<file path="src/verilog/can_ctl0_regs.svh">
// register offsets, field positions, reset values, interrupt bits and stamp byte addresses for control register zero
`ifndef CAN_CTL0_REGS_SVH
`define CAN_CTL0_REGS_SVH

`define CTL0_ADDR        12'h000
`define CTL0_IRQ_STAT    12'h004
`define CTL0_IRQ_MASK    12'h008
`define CTL0_ACK_ADDR    12'h00C

`define BIT_FRAME_RX     7
`define BIT_RX_ACTIVE    6
`define BIT_STOP_WAIT    5
`define BIT_BUS_SYNC     4
`define BIT_TIMER_EN     3
`define BIT_WAKE_EN      2
`define BIT_SLEEP_REQ    1
`define BIT_INIT_REQ     0

`define CTL0_RESET       8'h01
`define STAT_RESET       2'h0
`define STAMP_RESET      16'h0000

`define IRQ_FRAME        0
`define IRQ_WAKE         1

`define STAMP_HI_BYTE    4'hF
`define STAMP_LO_BYTE    4'hE

`endif

</file>
<file path="src/verilog/can_ctl0_pkg.sv">
// types shared by the control register zero block
`default_nettype none
package can_ctl0_pkg;

  typedef struct packed {
    logic frame_ok;
    logic receiving;
    logic transmitting;
    logic synced;
    logic bit_tick;
    logic acked;
    logic bus_activity;
    logic tx_empty;
  } can_events_type;

  typedef struct packed {
    logic        we;
    logic [3:0]  byte_addr;
    logic [15:0] stamp;
  } stamp_write_type;

  typedef enum logic [1:0] {
    MODE_RUN   = 2'b00,
    MODE_SLEEP = 2'b01,
    MODE_INIT  = 2'b10
  } mode_type;

endpackage : can_ctl0_pkg
`default_nettype wire

</file>
<file path="src/verilog/can_control_zero.sv">
// control register zero of the can controller, with apb access and interrupt
// Behaviour
// - set frame flag on every valid received message, whatever the filters (here not while the init request bit is set)
// - frame flag clears only on a written one; zero is ignored
// - frame flag and receiver active carry no meaning in loopback
// - receiver active high while receiving, low while transmitting or idle
// - stop-in-wait set gates the bus interface clock in wait mode
// - bus synchronized status is read only, owned by the device
// - timer enabled runs a 16-bit counter at the bit clock rate
// - on acknowledge, store the stamp into buffer bytes 0x000E and 0x000F
// - counter cleared while disabled; timer enable forced low in init mode
// - wake-up enable lets bus traffic end sleep; set it before sleep
// - init mode holds the register in reset except wake-up enable and the two request bits
// - writes allowed outside init; read-only bits; init request always writable (here it can only be cleared once init acknowledge is set)
// - read data is registered so software never sees it change mid-read
// - sleep entered only when bus idle; then sleep acknowledge set
// - init request aborts traffic, drops sync, then sets init acknowledge (here all three happen on the same edge, one cycle after the request bit)
`include "can_ctl0_regs.svh"
`default_nettype none
module can_control_zero #(
  parameter int STAMP_WIDTH = 16
) (
  input  wire logic                      ref_clk_in,
  input  wire logic                      rst_in,
  input  wire logic                      psel_in,
  input  wire logic                      penable_in,
  input  wire logic                      pwrite_in,
  input  wire logic [11:0]               paddr_in,
  input  wire logic [31:0]               pwdata_in,
  input  wire logic [3:0]                pstrb_in,
  input  wire can_ctl0_pkg::can_events_type events_in,
  input  wire logic                      loopback_in,
  input  wire logic                      wait_mode_in,
  output logic [31:0]                    prdata_out,
  output logic                           pready_out,
  output logic                           pslverr_out,
  output logic                           irq_out,
  output logic                           bus_clk_gate_out,
  output logic                           abort_out,
  output logic                           tx_recessive_out,
  output can_ctl0_pkg::stamp_write_type  stamp_out
);
  import can_ctl0_pkg::*;

  logic [7:0]             ctl_q,   ctl_d;
  logic                   init_ack_q, init_ack_d;
  logic                   sleep_ack_q, sleep_ack_d;
  logic [1:0]             stat_q,  stat_d;
  logic [1:0]             mask_q,  mask_d;
  logic [STAMP_WIDTH-1:0] timer_q, timer_d;
  logic [31:0]            rdata_q, rdata_d;
  logic                   ready_q, ready_d;
  logic                   err_q,   err_d;
  logic                   irq_q,   irq_d;
  logic                   gate_q,  gate_d;
  logic                   abort_q, abort_d;
  logic                   rec_q,   rec_d;
  stamp_write_type        stamp_q, stamp_d;
  logic                   stamp_hi_q, stamp_hi_d;
  logic [STAMP_WIDTH-1:0] held_q,  held_d;

  logic in_init;
  logic wr_acc;
  logic rd_acc;
  logic wake_evt;

  function automatic logic is_mapped(input logic [11:0] a);
    is_mapped = (a == `CTL0_ADDR) || (a == `CTL0_IRQ_STAT) ||
                (a == `CTL0_IRQ_MASK) || (a == `CTL0_ACK_ADDR);
  endfunction : is_mapped

  // access phase completes in one wait cycle: first access cycle sets ready
  assign wr_acc   = psel_in && penable_in && !ready_q && pwrite_in && pstrb_in[0];
  assign rd_acc   = psel_in && penable_in && !ready_q && !pwrite_in;
  assign in_init  = ctl_q[`BIT_INIT_REQ] && init_ack_q;
  assign wake_evt = sleep_ack_q && ctl_q[`BIT_WAKE_EN] && events_in.bus_activity;

  always_comb begin
    ctl_d       = ctl_q;
    init_ack_d  = init_ack_q;
    sleep_ack_d = sleep_ack_q;
    // software side first; hardware sets below win over clears
    if (wr_acc && paddr_in == `CTL0_ADDR) begin
      if (!in_init) begin
        if (pwdata_in[`BIT_FRAME_RX]) begin
          ctl_d[`BIT_FRAME_RX] = 1'b0;
        end
        ctl_d[`BIT_STOP_WAIT] = pwdata_in[`BIT_STOP_WAIT];
        ctl_d[`BIT_TIMER_EN]  = pwdata_in[`BIT_TIMER_EN];
        ctl_d[`BIT_WAKE_EN]   = pwdata_in[`BIT_WAKE_EN];
        // request bits cannot be dropped before their acknowledge arrives
        if (pwdata_in[`BIT_SLEEP_REQ] || sleep_ack_q) begin
          ctl_d[`BIT_SLEEP_REQ] = pwdata_in[`BIT_SLEEP_REQ];
        end
      end
      if (pwdata_in[`BIT_INIT_REQ] || init_ack_q) begin
        ctl_d[`BIT_INIT_REQ] = pwdata_in[`BIT_INIT_REQ];
      end
    end
    // loopback frames still set the flag; software must disregard it there
    if (events_in.frame_ok && !ctl_d[`BIT_INIT_REQ]) begin
      ctl_d[`BIT_FRAME_RX] = 1'b1;
    end
    ctl_d[`BIT_RX_ACTIVE] = events_in.receiving && !events_in.transmitting && !ctl_q[`BIT_INIT_REQ];
    ctl_d[`BIT_BUS_SYNC]  = events_in.synced && !ctl_q[`BIT_INIT_REQ] && !sleep_ack_q;
    if (wake_evt) begin
      ctl_d[`BIT_SLEEP_REQ] = 1'b0;
      sleep_ack_d = 1'b0;
    end else if (ctl_q[`BIT_SLEEP_REQ] && !ctl_q[`BIT_RX_ACTIVE] && events_in.tx_empty) begin
      sleep_ack_d = 1'b1;
    end else if (!ctl_q[`BIT_SLEEP_REQ]) begin
      sleep_ack_d = 1'b0;
    end
    init_ack_d = ctl_q[`BIT_INIT_REQ];
    if (in_init || ctl_d[`BIT_INIT_REQ] && init_ack_q) begin
      // hold everything except wake-up enable and the two request bits at reset value
      ctl_d = (`CTL0_RESET & 8'hF8) |
              (ctl_d & ((8'h01 << `BIT_WAKE_EN) | (8'h01 << `BIT_SLEEP_REQ) |
                        (8'h01 << `BIT_INIT_REQ)));
    end
  end

  always_ff @(posedge ref_clk_in or posedge rst_in) begin
    if (rst_in) begin
      ctl_q       <= `CTL0_RESET;
      init_ack_q  <= 1'b1;
      sleep_ack_q <= 1'b0;
    end else begin
      ctl_q       <= ctl_d;
      init_ack_q  <= init_ack_d;
      sleep_ack_q <= sleep_ack_d;
    end
  end

  // timer and stamp capture
  always_comb begin
    timer_d    = timer_q;
    held_d     = held_q;
    stamp_d    = stamp_q;
    stamp_hi_d = 1'b0;
    stamp_d.we = 1'b0;
    if (!ctl_q[`BIT_TIMER_EN]) begin
      timer_d = '0;
    end else if (events_in.bit_tick) begin
      timer_d = timer_q + STAMP_WIDTH'(1);
    end
    // two byte writes, low byte first, since buffer storage is bytewide
    if (ctl_q[`BIT_TIMER_EN] && events_in.acked) begin
      held_d            = timer_q;
      stamp_d.we        = 1'b1;
      stamp_d.byte_addr = `STAMP_LO_BYTE;
      stamp_d.stamp     = 16'(timer_q);
      stamp_hi_d        = 1'b1;
    end else if (stamp_hi_q) begin
      stamp_d.we        = 1'b1;
      stamp_d.byte_addr = `STAMP_HI_BYTE;
      stamp_d.stamp     = 16'(held_q);
    end
  end

  always_ff @(posedge ref_clk_in or posedge rst_in) begin
    if (rst_in) begin
      timer_q    <= `STAMP_RESET;
      held_q     <= `STAMP_RESET;
      stamp_q    <= '0;
      stamp_hi_q <= 1'b0;
    end else begin
      timer_q    <= timer_d;
      held_q     <= held_d;
      stamp_q    <= stamp_d;
      stamp_hi_q <= stamp_hi_d;
    end
  end

  // apb, interrupt and pin side
  always_comb begin
    stat_d  = stat_q;
    mask_d  = mask_q;
    rdata_d = rdata_q;
    ready_d = psel_in && penable_in && !ready_q;
    err_d   = psel_in && penable_in && !ready_q && !is_mapped(paddr_in);
    if (rd_acc) begin
      unique case (paddr_in)
        `CTL0_ADDR:     rdata_d = {24'h000000, ctl_q};
        `CTL0_IRQ_STAT: rdata_d = {30'h00000000, stat_q};
        `CTL0_IRQ_MASK: rdata_d = {30'h00000000, mask_q};
        `CTL0_ACK_ADDR: rdata_d = {30'h00000000, sleep_ack_q, init_ack_q};
        default:        rdata_d = 32'h00000000;
      endcase
      if (paddr_in == `CTL0_IRQ_STAT) begin
        stat_d = `STAT_RESET;
      end
    end
    if (wr_acc && paddr_in == `CTL0_IRQ_MASK) begin
      mask_d = pwdata_in[1:0];
    end
    if (events_in.frame_ok) begin
      stat_d[`IRQ_FRAME] = 1'b1;
    end
    if (wake_evt) begin
      stat_d[`IRQ_WAKE] = 1'b1;
    end
    irq_d   = |(stat_d & mask_d);
    gate_d  = ctl_q[`BIT_STOP_WAIT] && wait_mode_in;
    abort_d = ctl_q[`BIT_INIT_REQ];
    rec_d   = ctl_q[`BIT_INIT_REQ] || gate_d;
  end

  always_ff @(posedge ref_clk_in or posedge rst_in) begin
    if (rst_in) begin
      stat_q  <= `STAT_RESET;
      mask_q  <= 2'h0;
      rdata_q <= 32'h00000000;
      ready_q <= 1'b0;
      err_q   <= 1'b0;
      irq_q   <= 1'b0;
      gate_q  <= 1'b0;
      abort_q <= 1'b1;
      rec_q   <= 1'b1;
    end else begin
      stat_q  <= stat_d;
      mask_q  <= mask_d;
      rdata_q <= rdata_d;
      ready_q <= ready_d;
      err_q   <= err_d;
      irq_q   <= irq_d;
      gate_q  <= gate_d;
      abort_q <= abort_d;
      rec_q   <= rec_d;
    end
  end

  assign prdata_out       = rdata_q;
  assign pready_out       = ready_q;
  assign pslverr_out      = err_q;
  assign irq_out          = irq_q;
  assign bus_clk_gate_out = gate_q;
  assign abort_out        = abort_q;
  assign tx_recessive_out = rec_q;
  assign stamp_out        = stamp_q;

endmodule : can_control_zero
`default_nettype wire

</file>
<file path="config.mk">
export PLATFORM = sky130hd
export DESIGN_NAME = can_control_zero
export DESIGN_NICKNAME = d
export VERILOG_FILES = /design/src/verilog/can_ctl0_pkg.sv /design/src/verilog/can_control_zero.sv
export VERILOG_INCLUDE_DIRS = /design/src /design/src/verilog
export SDC_FILE = /design/constraint.sdc
export NUM_CORES = 1
export LEC_CHECK = 0
export BUFFER_PORTS_ARGS = -buffer_cell sky130_fd_sc_hd__buf_2
export CAP_MARGIN = 20
export CORE_UTILIZATION = 45
export DETAILED_ROUTE_END_ITERATION = 10
export PLACE_DENSITY_LB_ADDON = 0.15
export SYNTH_ARGS = -nofsm -noshare
export SYNTH_HDL_FRONTEND = slang
export SYNTH_SLANG_ARGS = --single-unit
</file>
<file path="constraint.sdc">
create_clock -name ref_clk_in -period 2.8 [get_ports ref_clk_in]
set_input_delay 0 -clock ref_clk_in [delete_from_list [all_inputs] [get_ports ref_clk_in]]
set_output_delay 0 -clock ref_clk_in [all_outputs]
set_load 0.01 [all_outputs]
</file>
* Word level (Yosys, flattened, before mapping) *
Index checks and enable logic that the tools add are counted.

storage, ports and cells
  word-level logic and storage cells = 98
  flip-flop bits (word level) = 105
  output and inout bits = 59
  bits of input ports = 63

cells by class
  reduce and logical (&&, ||, !) cells = 44
  equal/unequal tests = 7
  bitwise logic cells = 1
  mux-type cells = 26
  $add $sub $neg = 1

operators by type and width
  cell                     count
  $mux W21                 2
  $mux W16                 2
  $pmux W8 S4              1
  $eq A12 B4 Y1 const B    2
  $logic_and A1 B1 Y1      21
  $add A16 B1 Y16 const B  1
  $mux W1                  15
  $eq A12 B3 Y1 const B    1
  $logic_not A12 Y1        1
  $logic_not A1 Y1         8
  $mux W8                  1
  $logic_or A1 B1 Y1       7
  $mux W2                  3
  $ne A3 B1 Y1 const B     2
  $reduce_bool A3 Y1       2
  $mux W4                  1
  $reduce_bool A2 Y1       2
  $mux W3                  1
  $reduce_and A3 Y1        1
  $and A2 B2 Y2            1
  $ne A2 B1 Y1 const B     1
  $ne A2 B2 Y1 const B     1
  $reduce_and A2 Y1        1
  $reduce_or A2 Y1         1

* Logic depth before layout (Yosys ltp) *
Gate-level depths: netlist of the first run.

  depth in word-level cells = 10
  depth in mapped cells = 7
  mapped depth without buffers = 6

* Worst setup path before layout of the first run *
Ideal clock, no wire load.

  path type = register to register
  from = reg ready_q (netlist: pready_out)
  to = reg irq_q (netlist: irq_out)
  stages on the path, launching flop included = 7
  required time = 2.673 ns
  clock period less this slack = 1.680 ns
  buffers on the path = 0
  library setup time = 0.127 ns
  slack = 1.120 ns
  arrival time = 1.553 ns
  cells stage by stage = dfrtp_1 nand3b_1 inv_1 nand4_1 nor3b_2 mux2_2 o2bb2ai_1

on the way
  cells in the longest elaborated chain, start to end = 8
  elaborated cells between the ends (all ways) = 12
  classes of those cells = mux: 4; bitwise: 1; reduce/logical: 7

ends and longest elaborated chain
  what                                  RTL line                 RTL
  start: declaration                    can_control_zero.sv:52   logic ready_q, ready_d;
  start signal: assignment              can_control_zero.sv:224  ready_q <= ready_d;
  $logic_not A1 Y1                      n/a
  $logic_and A1 B1 Y1                   n/a
  named net ready_d                     can_control_zero.sv:52
  $logic_and A1 B1 Y1 (2 in series)     can_control_zero.sv:73   assign wr_acc = psel_in && penable_in && !ready_q && pwrite_in && pstrb_in[0];
  $logic_and A1 B1 Y1 (no source line)  n/a
  $mux W2                               can_control_zero.sv:194  if (wr_acc && paddr_in == `CTL0_IRQ_MASK) begin
  named net mask_d[0]                   can_control_zero.sv:49   logic [1:0] mask_q, mask_d;
  $and A2 B2 Y2                         can_control_zero.sv:203  irq_d = |(stat_d & mask_d);
  $reduce_or A2 Y1                      can_control_zero.sv:203
  named net irq_d                       can_control_zero.sv:54   logic irq_q, irq_d;
  end signal: assignment                can_control_zero.sv:226  irq_q <= irq_d;
  end: declaration                      can_control_zero.sv:54

The timed path passes the listed nets, and every way through them passes these cells.
A chain may end at the register's enable or synchronous reset.

* Final worst setup path of the first run *
  from = reg ready_q (netlist: pready_out)
  to = reg ctl_q[6]

on the way
  cells in the longest elaborated chain, start to end = 9

ends and longest elaborated chain
  what                                  RTL line                 RTL
  $logic_not A1 Y1                      n/a
  $logic_and A1 B1 Y1                   n/a
  named net ready_d                     can_control_zero.sv:52
  $logic_and A1 B1 Y1 (2 in series)     can_control_zero.sv:73
  $logic_and A1 B1 Y1 (no source line)  n/a
  $mux W4                               can_control_zero.sv:83   if (wr_acc && paddr_in == `CTL0_ADDR) begin
  $logic_and A1 B1 Y1                   can_control_zero.sv:115  if (in_init || ctl_d[`BIT_INIT_REQ] && init_ack_q) begin
  $logic_or A1 B1 Y1                    can_control_zero.sv:115
  $mux W8                               can_control_zero.sv:115
  named net ctl_d[6]                    can_control_zero.sv:45   logic [7:0] ctl_q, ctl_d;
  end signal: assignment                can_control_zero.sv:125  ctl_q <= `CTL0_RESET;
  end signal: assignment                can_control_zero.sv:129  ctl_q <= ctl_d;
  end: declaration                      can_control_zero.sv:45

The timed path passes the listed nets, and every way through them passes these cells. The select of a mux whose other input is x is not followed.

==> results.txt, run 1 <==
----------------------------------------------------
[GRT]
  Global-route met2 utilization ... 30.0%
  Global-route usage over all layers ... 18.1%
  Via count of the first global-routing pass ... 2,526
  Met3 GRT Util ... 3.69%
  Maximum number of pins on one net before global-route repair ... 41
  Leftover overflow at the end of global routing ... 0
  Highest-utilization routing layer at the global route stage ... met2
  Global routing usage on met1 ... 22.7%
  Antenna violations before repair ... 0
  Wire length of the first global-routing pass ... 11,800 microns

[Final layout]
  Antenna diode count ... 0
  Final core occ ... 55.0%
  Final Net Count ... 472
  Fill cell instance count of the final layout ... 699
  Area delta synth->final ... 18.5%
  Layout cell share with drive strength beyond 1 ... 25.5%

[Worst setup path]
  CP Class ... reg -> reg
  Critical Path Start Type ... register
  Combined buffer and inverter count along the critical path ... 2
  Worst setup EP type ... register
  Data arrival time of the critical path ... 2.39 ns
  Number of cell instances on the worst register-to-register path ... 6
  Highest cell delay on the worst timing path ... 0.57 ns
  Critical path depth ... 6
  Kind of cell adding the most delay to the critical path ... simple AND/OR/NAND/NOR gates
  Slowest cell on the critical path ... dlygate4sd3_1
  Required time at the worst-slack endpoint ... 3.02 ns
  Worst-path cell chain ... nand3b_1 > inv_1 > nand4_1 > nor3_4 > a311oi_1 > dlygate4sd3_1
  Top fanout value on the critical path ... 9

[Clock network]
  Post CTS Setup Buffer Count ... 0
  Maximum level of the CTS H-tree ... 3
  Source-to-sink clock delay at the later pin of the worst-skew pair ... 0.34 ns
  Root cell of the clock tree ... clkbuf_8
  Worst-case clock buffer depth ... 2
  Clock transition at the register clock pins on the worst setup and hold paths after CTS ... 0.07 ns
  Number of sinks handled by clock tree synthesis ... 79
  CTS tree ... yes
  Post-cts gate resize count ... 0
  Number of buffers added by the clock tree synthesis step ... 9
  Post-CTS Hold Buffers ... 17

[Floorplan]
  Die span in x ... 91.3 microns
  Number of cell rows ... 32
  DIE HEIGHT ... 91.3 microns
  Area of the core region ... 0.00773 sq mm
  Area enclosed by the die boundary ... 0.00833 sq mm
  Starting density of the core ... 46.4%
  Num ports ... 122

[Synth]
  Sequential fraction of the synthesis area ... 55.2%
  Total of flip-flops plus latches after synthesis ... 79
  Number of warnings issued by yosys ... 0
  Synthesized netlist cell count ... 327
  Post-synth cell types ... 49
  Async set-reset flop share out of synthesis ... 100%
  Mapped Avg Cell Area ... 11.0 sq um
  Number of flops mapped to enable cells by yosys ... 0
  Netlist area before placement ... 0.00359 sq mm
  Leading register cell type out of synthesis ... dfrtp_1

[Power]
  Switch share ... 22.5%
  Internal power ... 1.62 mW
  Reg power frac ... 56.3%
  Power share of the combinational group ... 6.7%
  IR Drop Worst-Case VDD ... 0.298 mV
  Switch Pwr ... 0.469 mW
  Total power per unit cell area ... 491 mW/mm^2
  Part of the power in the clock network ... 37.0%
  Leakage ... 2.08 nW

[Timing]
  Maximum clock frequency ... 461 MHz
  Sum of negative setup slack ... 0 ns
  Post-Route Skew ... 0.00443 ns
  Endpoints failing hold ... 0
  Final max-slew violation count ... 0
  RSZ-0062 raised after global routing ... no
  Final Setup Violations ... 0
  Fraction of the cycle the final worst path needs ... 77.5%
  Worst-margin pin slew ... 0.824 ns
  Normalized max-slew margin ... 45.0%
  Clock period minus worst slack ... 2.17 ns

[Detailed routing]
  First-iteration detailed-routing DRC count ... 77
  Routed vias ... 2,506
  Routed Antenna Nets ... 0
  Drt pass-1 iters ... 6
  Detailed-route vias per instance ... 4.88
  Total wire length after detailed routing ... 6760 microns
  Remaining DRCs ... 0
  Average wire per standard cell ... 13.2 microns

[Placement]
  Count of input and output buffers ... 67
  Weighted congestion at the end of routability-driven global placement ... 0.793
  Detailed placement HPWL ... 4490 microns

[Worst hold path]
  Worst hold path class ... in -> reg
  Cells on Worst Hold Path ... 3

[Run]
  Reported max-cap violation count ... 0

[Outcome]
  Outcome ... finished clean

----------------------------------------------------
cell families (layout without fill, tap and decap cells):
family,after synthesis,in the layout,synth area share [%]
compound gates,31,31,5.83
fa+ha+maj,1,1,0.349
xor+xnor,14,14,3.42
other cells,1,24,0.105
flops,79,79,55.2
simple gates,131,131,19.6
mux,24,24,7.64
buf+inv,46,108,7.78
metrics by stage:
stage | hold WS [ns] | instance area [sq um] | setup WS [ns] | cells | total power, mW
2_1_floorplan | 0.102 | 3670 | 0.782 | 350 | 1.29
3_3_place_gp | 0.138 | 3900 | 0.692 | 482 | 1.31
3_5_place_dp | 0.135 | 3900 | 0.722 | 482 | 1.31
4_1_cts | 0.0111 | 4250 | 0.644 | 514 | 2.11
5_1_grt | 0.0520 | 4250 | 0.481 | 514 | 2.18
6_report | 0.0178 | 4250 | 0.630 | 514 | 2.08
area by class of cell:
class,count,area [sq um],share of cell area [%]
flip-flops and latches,79,1980,46.6
inverters,6,23.8,0.559
well taps,102,128,3.00
clock buffers,15,176,4.15
multi-input cells,225,1410,33.2
repair buffers,87,528,12.4
power groups by stage:
stage	logic, mW	registers [mW]	clock network, mW
after floorplan	0.0977	1.19	0
after global placement	0.117	1.19	0
after detailed placement	0.118	1.20	0
after CTS	0.140	1.17	0.798
after global routing	0.156	1.18	0.844
final	0.139	1.17	0.772
per-layer routing:
layer	wire length [microns]	vias to the layer above
met5	0	-
met4	119	0
met3	244	13
met2	3310	62
met1	3090	1216
li1	-	1215
Yosys cell counts, drive strengths merged (2+ instances only):
library cell   n  area share (%)
a21boi         2            0.42
a22o           7             1.7
a311oi         2            0.49
and2          14             2.4
and3           2            0.35
buf           28             5.9
clkbuf        12             1.3
dfrtp         76              53
dfstp          3             2.2
inv            6            0.63
mux2           7             2.2
mux2i         15             4.2
mux4           2             1.3
nand2         65             6.8
nand2b         4            0.70
nand3          7            0.98
nand3b         2            0.42
nand4          4            0.70
nor2           8            0.84
nor2b          5            0.94
nor3           4             1.3
nor3b          2            0.70
nor4           4            0.70
nor4b          2            0.91
o21ai         14             2.0
or3            3            0.56
xnor2          9             2.2
xor2           5             1.2
layout by cell type (no fill, tap or decap), drive strengths merged, types with 8 or more instances in the layout:
cell type | synthesis | routed
nor2 | 8 | 8
buf | 28 | 70
o21ai | 14 | 14
dlygate4sd3 | 0 | 17
mux2i | 15 | 15
clkbuf | 12 | 15
nand2 | 65 | 65
conb | 1 | 24
xnor2 | 9 | 9
dfrtp | 76 | 76
and2 | 14 | 14
worst paths after layout:
check,from,slack [ns],end
max reg2reg,pready_out$_DFF_PP0_,0.63,ctl_q[6]$_DFF_PP0_
max in group asynchronous,rst_in,1.70,ctl_q[0]$_DFF_PP1_
max,pready_out$_DFF_PP0_,0.63,ctl_q[6]$_DFF_PP0_
min reg2reg,ctl_q[0]$_DFF_PP1_,0.44,abort_out$_DFF_PP1_
min in group asynchronous,rst_in,0.30,held_q[7]$_DFFE_PP0P_
min,events_in[0],0.02,sleep_ack_q$_DFFE_PP0P_
worst reg2reg max path, cell delays in order (launching register included):
cell           delay [ns]
dfrtp_1              0.39
nand3b_1             0.21
inv_1                0.13
nand4_1              0.18
nor3_4               0.42
a311oi_1             0.16
dlygate4sd3_1        0.57
flip-flops by register name (all words and copies together) (netlist names), 2 cells and up:
register	cells
stamp_out	19
held_q	16
timer_q	16
ctl_q	8
prdata_out	8
mask_q	2
stat_q	2
No activity file was read; power rests on OpenSTA's default activity.
==> inputs of run 2 (changes only) <==
Clock period 2.8 ns to 2.3 ns, I/O delays scaled along.
==> run 2 against run 1 <==
Effect of this change: the run now ends with design-rule violations left; count of clock-buffer cells in the layout down 1; global-route usage is 0.054 points lower; design area up 0.62%; cell count grew 1.2%; largest power group unchanged; highest routed layer unchanged.
==> results.txt, run 2 (same netlist as run 1, synthesis figures left out) <==
----------------------------------------------------
[Final layout]
  Most used cells in the layout excluding fill and tap cells ... 76 x dfrtp_1, 67 x buf_2, 65 x nand2_1 (unchanged)
  Number of flip-flops under the largest register name ... 19 (unchanged)
  Most common library cell in the layout ignoring fill and taps ... dfrtp_1 (unchanged)
  Layout cell share with drive strength beyond 1 ... 26.3% (was 25.5%)
  Fill cell instance count of the final layout ... 722 (was 699)
  Number of non-filler instances in the completed layout ... 520 (was 514)
  Final Net Count ... 478 (was 472)
  Final non-filler cell area ... 0.00428 sq mm (was 0.00425 sq mm)
  Area delta synth->final ... 19.2% (was 18.5%)
  Antenna diode count ... 0 (unchanged)

[Clock network]
  Source-to-sink clock delay at the later pin of the worst-skew pair ... 0.34 ns (about the same)
  Worst-case clock buffer depth ... 2 (unchanged)
  Post CTS Setup Buffer Count ... 0 (unchanged)
  Number of buffers added by the clock tree synthesis step ... 9 (unchanged)
  Number of sinks handled by clock tree synthesis ... 79 (unchanged)
  Maximum level of the CTS H-tree ... 3 (unchanged)
  Root cell of the clock tree ... clkbuf_8 (unchanged)
  Clock transition at the register clock pins on the worst setup and hold paths after CTS ... 0.07 ns (about the same)
  CTS tree ... yes (unchanged)
  Post-cts gate resize count ... 0 (unchanged)
  Post-CTS Hold Buffers ... 17 (unchanged)

[GRT]
  Highest-utilization routing layer at the global route stage ... met2 (unchanged)
  Met3 GRT Util ... 3.27% (was 3.69%)
  Antenna violations before repair ... 0 (unchanged)
  Global-route met2 utilization ... 29.7% (was 30.0%)
  Via count of the first global-routing pass ... 2,456 (was 2,526)
  Global-route usage over all layers ... 18.0% (was 18.1%)
  Global routing usage on met1 ... 23.3% (was 22.7%)
  Wire length of the first global-routing pass ... 11,800 microns (about the same)
  Leftover overflow at the end of global routing ... 0 (unchanged)
  Maximum number of pins on one net before global-route repair ... 32 (was 41)

[Outcome]
  Failing checks ... design-rule violations
  Outcome ... finished with violations (was finished clean)

[Placement]
  Detailed placement HPWL ... 4820 microns (was 4490 microns)
  Count of input and output buffers ... 67 (unchanged)
  Weighted congestion at the end of routability-driven global placement ... 0.770 (was 0.793)
  Post-detailed-placement cell area ... 0.00395 sq mm (was 0.00390 sq mm)
  Placed cell count ... 488 (was 482)

[Floorplan]
  Starting density of the core ... 46.4% (unchanged)
  Area enclosed by the die boundary ... 0.00833 sq mm (unchanged)
  Number of cell rows ... 32 (unchanged)
  Area of the core region ... 0.00773 sq mm (unchanged)
  DIE HEIGHT ... 91.3 microns (unchanged)
  Die span in x ... 91.3 microns (unchanged)
  Num ports ... 122 (unchanged)

[Worst hold path]
  Hold wc startpoint ... events_in[0] (unchanged)
  Worst hold path class ... in -> reg (unchanged)

[Worst setup path]
  Required time at the worst-slack endpoint ... 2.52 ns (was 3.02 ns)
  Data arrival time of the critical path ... 2.26 ns (was 2.39 ns)
  CP startpoint ... pready_out$_DFF_PP0_ (unchanged)
  Top fanout value on the critical path ... 9 (unchanged)
  Critical Path Start Type ... register (unchanged)
  Worst setup EP type ... register (unchanged)
  R2r startpoint ... pready_out$_DFF_PP0_ (unchanged)
  CP Class ... reg -> reg (unchanged)

[Timing]
  Final max-slew violation count ... 0 (unchanged)
  Post-Route Skew ... 0.00395 ns (was 0.00443 ns)
  Clock period minus worst slack ... 2.03 ns (was 2.17 ns)
  Worst-margin pin slew ... 0.522 ns (was 0.824 ns)
  Sum of negative setup slack ... 0 ns (unchanged)
  Fraction of the cycle the final worst path needs ... 88.3% (was 77.5%)
  Final Setup Violations ... 0 (unchanged)
  Maximum clock frequency ... 492 MHz (was 461 MHz)
  Normalized max-slew margin ... 65.2% (was 45.0%)
  RSZ-0062 raised after global routing ... no (unchanged)
  Endpoints failing hold ... 0 (unchanged)

[Detailed routing]
  Drt pass-1 iters ... 7 (was 6)
  Total wire length after detailed routing ... 6730 microns (was 6760 microns)
  Routed vias ... 2,509 (was 2,506)
  First-iteration detailed-routing DRC count ... 52 (was 77)
  Routed Antenna Nets ... 0 (unchanged)
  Average wire per standard cell ... 12.9 microns (was 13.2 microns)
  Detailed-route vias per instance ... 4.83 (was 4.88)
  Remaining DRCs ... 1 (was 0)

[Run]
  Reported max-cap violation count ... 0 (unchanged)

[Power]
  Total power per unit cell area ... 574 mW/mm^2 (was 491 mW/mm^2)
  IR Drop Worst-Case VDD ... 0.242 mV (was 0.298 mV)
  Leakage ... 2.11 nW (was 2.08 nW)

----------------------------------------------------
## run 2: final timing paths
kind | endpoint | slack, ns | cells after the start
max reg2reg | ctl_q[6]$_DFF_PP0_ | 0.27 | 7
min | sleep_ack_q$_DFFE_PP0P_ | 0.02 | 3
min in group asynchronous | pslverr_out$_DFF_PP0_ | 0.23 | 3
max in group asynchronous | tx_recessive_out$_DFF_PP1_ | 1.33 | 4
min reg2reg | abort_out$_DFF_PP1_ | 0.44 | 0
max | ctl_q[6]$_DFF_PP0_ | 0.27 | 7
## run 2: where the power goes
| group | leakage [nW] | internal (mW) | switching, mW |
|---|---|---|---|
| clock network | 0.0805 | 0.416 | 0.444 |
| logic | 1.02 | 0.0795 | 0.0878 |
| registers | 1.01 | 1.41 | 0.0173 |
| total | 2.11 | 1.91 | 0.549 |
## run 2: area by class of cell
| type | instances | area [sq um] | share of cell area (%) |
|---|---|---|---|
| inverter | 6 | 23.8 | 0.556 |
| clock inverter | 1 | 5.00 | 0.117 |
| tap | 102 | 128 | 2.99 |
| timing repair buffer | 93 | 573 | 13.4 |
| multi-input combinational | 225 | 1410 | 33.0 |
| sequential | 79 | 1980 | 46.3 |
| clock buffer | 14 | 153 | 3.57 |
## run 2: per-layer routing
layer  wire [microns]  vias to the layer above
met2             3320                       55
met1             3080                     1223
met4              132                        0
met5                0                        -
li1                 -                     1219
met3              198                       12
## run 2: per-stage QoR
stage	hold WS (ns)	power [mW]	util [%]	worst slack (ns)
finish	0.0150	2.46	55.3	0.268
global route	0.0349	2.57	55.3	0.109
CTS	0.00593	2.50	55.3	0.271
detailed placement	0.0561	1.60	51.1	0.442
global placement	0.0545	1.60	51.1	0.462
floorplan	0.102	1.57	-	0.282
## run 2: critical path, cell delays in order, from the launching register on
cell	delay, ns
dfrtp_1	0.38
nand3b_1	0.21
inv_1	0.12
nand4_1	0.18
nor3_4	0.16
buf_4	0.20
a311oi_1	0.09
dlygate4sd3_1	0.56
